**src/sca_pkg.sv**
```systemverilog
package sca_pkg;

    // ==========================================================
    // block placement and register offsets
    localparam logic [31:0] SCA_BASE_ADDR     = 32'hE000ED00;
    localparam int          SCA_BLOCK_BITS    = 8;
    localparam logic [7:0]  SCA_OFF_IDENTITY  = 8'h00;
    localparam logic [7:0]  SCA_OFF_PRIO1     = 8'h18;
    localparam logic [7:0]  SCA_OFF_PRIO2     = 8'h1C;
    localparam logic [7:0]  SCA_OFF_PRIO3     = 8'h20;
    localparam logic [7:0]  SCA_OFF_FAULT_ST  = 8'h28;
    localparam logic [7:0]  SCA_OFF_MM_ADDR   = 8'h34;
    localparam logic [7:0]  SCA_OFF_BUS_ADDR  = 8'h38;

    // ==========================================================
    // field layout and reset values
    localparam int          SCA_MM_VALID_BIT  = 7;
    localparam int          SCA_BUS_VALID_BIT = 15;
    localparam logic [31:0] SCA_RST_WORD      = 32'h00000000;

    // ==========================================================
    // access sizes
    typedef enum logic [1:0] {
        SCA_SZ_BYTE = 2'h0,
        SCA_SZ_HALF = 2'h1,
        SCA_SZ_WORD = 2'h2
    } sca_size_e;

    typedef struct packed {
        logic        write;
        sca_size_e   size;
        logic [31:0] addr;
        logic [31:0] wdata;
    } sca_req_s;

    typedef struct packed {
        logic [31:0] rdata;
        logic        err;
    } sca_rsp_s;

endpackage : sca_pkg

```
**src/sca_access_rules.sv**
```systemverilog
// Function
// - fault status and the three priority registers take byte, aligned half and aligned word.
// - unaligned accesses to any register are refused, never carried out.
// - a newer fault may overwrite the fault address registers at any time.
// - the block decodes at base 0xE000ED00, offsets relative to it.
// - with its valid flag set, each fault address register holds the faulting address, unless software has written it since.
`timescale 1ns/1ps

module sca_access_rules
    import sca_pkg::*;
#(
    // identity fields: arbitrary values
    parameter logic [7:0]  IMPLEMENTER = 8'h5A,
    parameter logic [3:0]  VARIANT     = 4'h0,
    parameter logic [3:0]  CONSTANT    = 4'hF,
    parameter logic [11:0] PART_NO     = 12'h123,
    parameter logic [3:0]  REVISION    = 4'h1
) (
    input  wire logic        clk,
    input  wire logic        rst_n,
    input  wire logic        req_valid,
    input  wire sca_req_s    req,
    output logic             rsp_valid,
    output sca_rsp_s         rsp,
    input  wire logic        mm_fault,
    input  wire logic [31:0] mm_fault_addr,
    input  wire logic        bus_fault,
    input  wire logic [31:0] bus_fault_addr,
    input  wire logic [31:0] fault_flags_set,
    output logic [95:0]      handler_priority
);

    // ==========================================================
    // helpers
    function automatic logic is_aligned(sca_size_e sz, logic [1:0] a);
        case (sz)
            SCA_SZ_BYTE: is_aligned = 1'b1;
            SCA_SZ_HALF: is_aligned = ~a[0];
            SCA_SZ_WORD: is_aligned = (a == 2'h0);
            default:     is_aligned = 1'b0;
        endcase
    endfunction : is_aligned

    function automatic logic [31:0] lane_mask(sca_size_e sz, logic [1:0] a);
        case (sz)
            SCA_SZ_BYTE: lane_mask = 32'h000000FF << {a, 3'h0};
            SCA_SZ_HALF: lane_mask = 32'h0000FFFF << {a[1], 4'h0};
            default:     lane_mask = 32'hFFFFFFFF;
        endcase
    endfunction : lane_mask

    localparam logic [31:0] ID_WORD = {IMPLEMENTER, VARIANT, CONSTANT, PART_NO, REVISION};

    // ==========================================================
    // decode
    logic [7:0]  off;
    logic        hit, narrow_ok, word_reg, mapped, ok, wr;
    logic [31:0] mask, wmasked;
    logic        is_prio, is_fst, is_mm, is_bus, is_id;

    assign off = req.addr[7:0];
    assign hit = req_valid
              && (req.addr[31:SCA_BLOCK_BITS] == SCA_BASE_ADDR[31:SCA_BLOCK_BITS]);
    assign is_id   = ({off[7:2], 2'h0} == SCA_OFF_IDENTITY);
    assign is_prio = ({off[7:2], 2'h0} == SCA_OFF_PRIO1)
                  || ({off[7:2], 2'h0} == SCA_OFF_PRIO2)
                  || ({off[7:2], 2'h0} == SCA_OFF_PRIO3);
    assign is_fst  = ({off[7:2], 2'h0} == SCA_OFF_FAULT_ST);
    assign is_mm   = ({off[7:2], 2'h0} == SCA_OFF_MM_ADDR);
    assign is_bus  = ({off[7:2], 2'h0} == SCA_OFF_BUS_ADDR);
    assign narrow_ok = is_prio || is_fst;
    assign word_reg  = is_id || is_mm || is_bus;
    assign mapped    = narrow_ok || word_reg;
    // narrow sizes on fault status and priorities
    // other registers only as aligned words; unaligned refused
    assign ok = mapped && is_aligned(req.size, off[1:0])
             && (narrow_ok || (req.size == SCA_SZ_WORD));
    assign wr      = hit && ok && req.write;
    assign mask    = lane_mask(req.size, off[1:0]);
    assign wmasked = req.wdata & mask;

    // ==========================================================
    // handler priorities
    logic [31:0] prio_q [3];
    always_ff @(posedge clk or negedge rst_n) begin
        if (!rst_n) begin
            for (int i = 0; i < 3; i++) begin
                prio_q[i] <= SCA_RST_WORD;
            end
        end else if (wr && is_prio) begin
            for (int i = 0; i < 3; i++) begin
                if ({off[7:2], 2'h0} == SCA_OFF_PRIO1 + 8'(4 * i)) begin
                    prio_q[i] <= (prio_q[i] & ~mask) | wmasked;
                end
            end
        end
    end
    assign handler_priority = {prio_q[2], prio_q[1], prio_q[0]};

    // ==========================================================
    // fault status, write one to clear
    logic [31:0] fst_q, fst_set, fst_clr;
    always_comb begin
        fst_set = fault_flags_set;
        fst_set[SCA_MM_VALID_BIT]  = mm_fault;
        fst_set[SCA_BUS_VALID_BIT] = bus_fault;
        fst_clr = (wr && is_fst) ? wmasked : 32'h00000000;
    end
    always_ff @(posedge clk or negedge rst_n) begin
        if (!rst_n) begin
            fst_q <= SCA_RST_WORD;
        end else begin
            // set beats a clear in the same cycle
            fst_q <= (fst_q & ~fst_clr) | fst_set;
        end
    end

    // ==========================================================
    // fault addresses
    logic [31:0] mm_addr_q, bus_addr_q;
    always_ff @(posedge clk or negedge rst_n) begin
        if (!rst_n) begin
            mm_addr_q <= SCA_RST_WORD;
        end else if (mm_fault) begin
            mm_addr_q <= mm_fault_addr;
        end else if (wr && is_mm) begin
            mm_addr_q <= req.wdata;
        end
    end
    always_ff @(posedge clk or negedge rst_n) begin
        if (!rst_n) begin
            bus_addr_q <= SCA_RST_WORD;
        end else if (bus_fault) begin
            bus_addr_q <= bus_fault_addr;
        end else if (wr && is_bus) begin
            bus_addr_q <= req.wdata;
        end
    end

    // ==========================================================
    // response, one cycle after the request
    logic [31:0] rd;
    always_comb begin
        rd = 32'h00000000;
        // identity is fixed and never written
        if (is_id) rd = ID_WORD;
        for (int i = 0; i < 3; i++) begin
            if ({off[7:2], 2'h0} == SCA_OFF_PRIO1 + 8'(4 * i)) rd = prio_q[i];
        end
        if (is_fst) rd = fst_q;
        if (is_mm)  rd = mm_addr_q;
        if (is_bus) rd = bus_addr_q;
        // lanes outside the access read as zero
        rd = rd & mask;
    end

    logic     rsp_valid_q;
    sca_rsp_s rsp_q;
    always_ff @(posedge clk or negedge rst_n) begin
        if (!rst_n) begin
            rsp_valid_q <= 1'b0;
            rsp_q       <= '0;
        end else begin
            rsp_valid_q <= hit;
            if (hit) begin
                // refused access: error, no data, no effect
                rsp_q.err   <= ~ok;
                rsp_q.rdata <= (ok && !req.write) ? rd : 32'h00000000;
            end
        end
    end
    assign rsp_valid = rsp_valid_q;
    assign rsp       = rsp_q;

    // ==========================================================
    // checks
    a_rsp_follows_hit: assert property (@(posedge clk) disable iff (!rst_n)
        hit |=> rsp_valid) else $error("no answer after request");
    a_no_spurious_rsp: assert property (@(posedge clk) disable iff (!rst_n)
        !hit |=> !rsp_valid) else $error("answer without request");
    a_word_only_regs: assert property (@(posedge clk) disable iff (!rst_n)
        hit && word_reg && req.size != SCA_SZ_WORD |=> rsp.err) else $error("narrow not refused");
    a_narrow_accepted: assert property (@(posedge clk) disable iff (!rst_n)
        hit && narrow_ok && is_aligned(req.size, off[1:0]) |=> !rsp.err)
        else $error("narrow access refused");
    a_unaligned_refused: assert property (@(posedge clk) disable iff (!rst_n)
        hit && !is_aligned(req.size, off[1:0]) |=> rsp.err && rsp.rdata == 32'h0)
        else $error("unaligned accepted");
    a_base_decode: assert property (@(posedge clk) disable iff (!rst_n)
        req_valid && req.addr[31:SCA_BLOCK_BITS] != SCA_BASE_ADDR[31:SCA_BLOCK_BITS]
        |=> !rsp_valid) else $error("outside decoded");
    a_mm_capture: assert property (@(posedge clk) disable iff (!rst_n)
        mm_fault |=> mm_addr_q == $past(mm_fault_addr) && fst_q[SCA_MM_VALID_BIT])
        else $error("memmanage address not captured");
    a_bus_capture: assert property (@(posedge clk) disable iff (!rst_n)
        bus_fault |=> bus_addr_q == $past(bus_fault_addr) && fst_q[SCA_BUS_VALID_BIT])
        else $error("newer bus fault lost");
    a_set_beats_clear: assert property (@(posedge clk) disable iff (!rst_n)
        mm_fault && wr && is_fst |=> fst_q[SCA_MM_VALID_BIT]) else $error("valid flag lost");
    a_identity_fixed: assert property (@(posedge clk) disable iff (!rst_n)
        hit && is_id && ok && !req.write |=> rsp.rdata == ID_WORD) else $error("identity wrong");

    c_byte_prio: cover property (@(posedge clk) disable iff (!rst_n)
        wr && is_prio && req.size == SCA_SZ_BYTE);
    c_unaligned: cover property (@(posedge clk) disable iff (!rst_n)
        hit && !ok && mapped);
    c_fault_preempt: cover property (@(posedge clk) disable iff (!rst_n)
        mm_fault ##[1:4] mm_fault);
    c_clear_valid: cover property (@(posedge clk) disable iff (!rst_n)
        wr && is_fst && wmasked[SCA_BUS_VALID_BIT]);

endmodule : sca_access_rules

```
**config.mk**
```make
export PLATFORM = sky130hd
export DESIGN_NAME = sca_access_rules
export DESIGN_NICKNAME = d
export VERILOG_FILES = /design/src/sca_pkg.sv /design/src/sca_access_rules.sv
export SDC_FILE = /design/constraint.sdc
export NUM_CORES = 1
export LEC_CHECK = 0
export ABC_AREA = 1
export BUFFER_PORTS_ARGS = -buffer_cell sky130_fd_sc_hd__buf_2
export CAP_MARGIN = 10
export CORE_MARGIN = 3
export CORE_UTILIZATION = 43
export DETAILED_ROUTE_END_ITERATION = 6
export GPL_ROUTABILITY_DRIVEN = 0
export PLACE_DENSITY = 0.63
export SLEW_MARGIN = 20
export SYNTH_ARGS = -nofsm -noshare
export SYNTH_HDL_FRONTEND = slang
export SYNTH_SLANG_ARGS = --single-unit
```
**constraint.sdc**
```tcl
create_clock -name clk -period 1.4 [get_ports clk]
set_input_delay 0.35 -clock clk [delete_from_list [all_inputs] [get_ports clk]]
set_output_delay 0.35 -clock clk [all_outputs]
set_load 0.1 [all_outputs]
```
==> flow_summary.json <==
{
  "pwr-share-clk_pct": 42.4,
  "slew_headroom_pct": 66.1,
  "wl_per_cell_um": 22.0,
  "first_pass_iters": 6,
  "syn_avg_cell_area_um2": 7.13,
  "drc": 0,
  "cts_tree": "yes",
  "h-tree-depth": 1,
  "routed_via_density": 5.84,
  "setup_viol": 339,
  "grt.total_usage_pct": 33.3,
  "portBuffers": 295,
  "die_w_um": 171,
  "synth_top_cell_area_share_pct": 48.5,
  "worstMarginPinSlew_ps": 503,
  "p_sw_share_pct": 27.1,
  "n_fill_cell": 1590,
  "leakage_uw": 0.0105,
  "p_sw_uw": 4160,
  "fin_crit_sh_pct": 125,
  "gr-total-overflow": 0,
  "grt_pass1_vias": 13900,
  "dpl_cell_area_mm2": 0.0166,
  "grt_first_pass_wirelength_um": 76000,
  "dieArea_mm2": 0.0292,
  "cts_buffer_depth": 3,
  "timing.hold.worst_endpoint": "fst_q[1]",
  "postSynthCellCount": 1636,
  "combinationalPowerShare_pct": 13.2,
  "path_cells": "buf_8, nor2_4, nand3_2, nand3_2, nand2_4, nand2_2, nand4_4, buf_6, nor2_4, buf_6, nand2_4, nand2_2, nand2_1",
  "min-delay-path-class": "input port to flop",
  "worst_setup_path_start_kind": "input port",
  "drv_slew": 0,
  "syn-cell-area_mm2": 0.0117,
  "worst_hold_startpoint": "fault_flags_set[1]",
  "rrSetupSlack_ps": -30,
  "seq_power_share_pct": 44.4,
  "cts_inserted_buffers": 25,
  "placementRows": 59,
  "fin_ws_ps": -347,
  "hold_path_depth": 3,
  "path_max_fanout": 8,
  "drv_cap": 0,
  "ys_warn_count": 0,
  "finClkSkew_ps": 10.3,
  "hold_violations": 0,
  "crit_type": "input port to flop",
  "vias": 14800,
  "grt_max_degree": 59,
  "power_density_mw_per_mm2": 740,
  "syn_nets": 1804,
  "cp-end-kind": "flop",
  "nets": 2347,
  "ios": 298,
  "syn_to_final_growth_pct": 78.2,
  "async_reset_ff_share_pct": 100,
  "yosysTopAreaCell": "dfrtp_1",
  "drt_iter0_markers": 2073,
  "crit_required_ps": 1800,
  "synth.distinct_cells": 24,
  "status": "finished, violations left",
  "ys_seq_elements": 226,
  "p_int_uw": 11200,
  "arrival_ps": 2150,
  "synth_seq_area_share_pct": 48.5,
  "antenna_found_initial": 5,
  "fin_crit_ps": 1750,
  "clkTransAtPathRegs_ps": 60,
  "critPathMaxStageDelay_ps": 230,
  "synth_top_cells_by_area": "dfrtp_1 (48%), nand2_1 (23%), nand3_1 (9.3%)",
  "clock_sinks": 226,
  "start_util_pct": 44.3,
  "antenna_left": 0,
  "utilization_pct": 78.9,
  "rsz0062_at_grt": "true",
  "dp_slack_ps": -761,
  "cts-root-buf": "clkbuf_16",
  "die_h_um": 171,
  "ir_drop_mv": 0.821,
  "violations": "negative setup slack",
  "crit_slowest_cell": "nor2_4",
  "synth_ff_type": "dfrtp_1",
  "reg2reg_depth": 6,
  "drt-total-wl_um": 55800,
  "hpwl_um": 32700,
  "clock.fmax_mhz": 572,
  "core-area_mm2": 0.0264,
  "insertion_delay_ps": 540,
  "final_common_cell": "nand2_1",
  "drive_above_1_share_pct": 45.3,
  "design_area_mm2": 0.0208,
  "worstReg2RegEnd": "rsp[3]",
  "synth-edff-count": 0,
  "final_cell_mix": "nand2_1 (543), dfrtp_1 (194), buf_4 (187)"
}
[worst max-delay path: cells and delay by family]
family	cells	cell delay (ps)
AND/OR/NAND/NOR	10	1340
buffers and inverters	3	450
[stage by stage]
step | instances | total power, uW | hold WS, ps | TNS (ps)
floorplan | 1636 | 7560 | 54.4 | -82010
global placement | 2330 | 8450 | 174 | -145210
detailed placement | 2330 | 8490 | 174 | -157770
CTS | 2490 | 15000 | 0.286 | -28830
global route | 2535 | 15800 | 9.56 | -66260
finish | 2536 | 15400 | 1.12 | -54230
[cell type report]
| type | instances | area (um2) | share of cell area [%] |
|---|---|---|---|
| clock inverter | 7 | 67.6 | 0.325 |
| multi-input combinational | 1228 | 6790 | 32.6 |
| inverter | 93 | 364 | 1.75 |
| sequential | 226 | 5700 | 27.4 |
| antenna | 6 | 15.0 | 0.0722 |
| tap | 335 | 419 | 2.01 |
| clock buffer | 36 | 717 | 3.45 |
| timing repair buffer | 605 | 6740 | 32.4 |
[power by group through the flow]
stage                     registers, uW  clock network [uW]  logic, uW
after detailed placement           6940                   0       1540
final                              6840                6520       2030
after global routing               6850                6750       2170
after global placement             6930                   0       1520
after floorplan                    6920                   0        646
after CTS                          6820                6440       1760
[cell families after synthesis]
kind of cell	count (synthesis)	synth area share [%]
muxes	1	0.0858
and+or+nand+nor	1076	38.5
buffers and inverters	183	6.09
AOI/OAI and AO/OA	150	6.84
DFF	226	48.5
[how the worst max path moves through the flow]
stage	to	cells after the start	start	slack, ps
after floorplan	rsp[21]	10	req[39]	-390
after global placement	rsp[26]	13	req[39]	-730
after detailed placement	rsp[26]	13	req[39]	-760
after CTS	handler_priority[43]	2	flop	-170
after global routing	flop	14	req[52]	-380
final	flop	13	req[39]	-350
[metal layers]
metal	global-route usage, %	part of all wire, %
met5	0	0
met2	53.0	46
met4	14.0	5.9
met3	6.89	11
met1	44.6	36
[synthesized netlist by cell type (5+ instances only)]
library cell / n
clkinv_1: 5
buf_2: 19
buf_1: 10
clkbuf_1: 61
nand3b_1: 14
o211ai_1: 12
nand2_1: 720
a21oi_1: 6
nand3_1: 218
inv_1: 87
dfrtp_1: 226
o21ai_0: 128
nand4_1: 27
nor2_1: 85
[repair_timing]
action | 4_1_cts | 5_1_grt
setup endpoints to repair | 354 | 355
setup buffers | 110 | 51
pin swaps | 69 | 109
hold buffers | 12 | 1
gates cloned | 8 | 5
resized for setup | 277 | 350
endpoints found under the hold margin | 173 | 1
(Power assumes the default switching activity.)
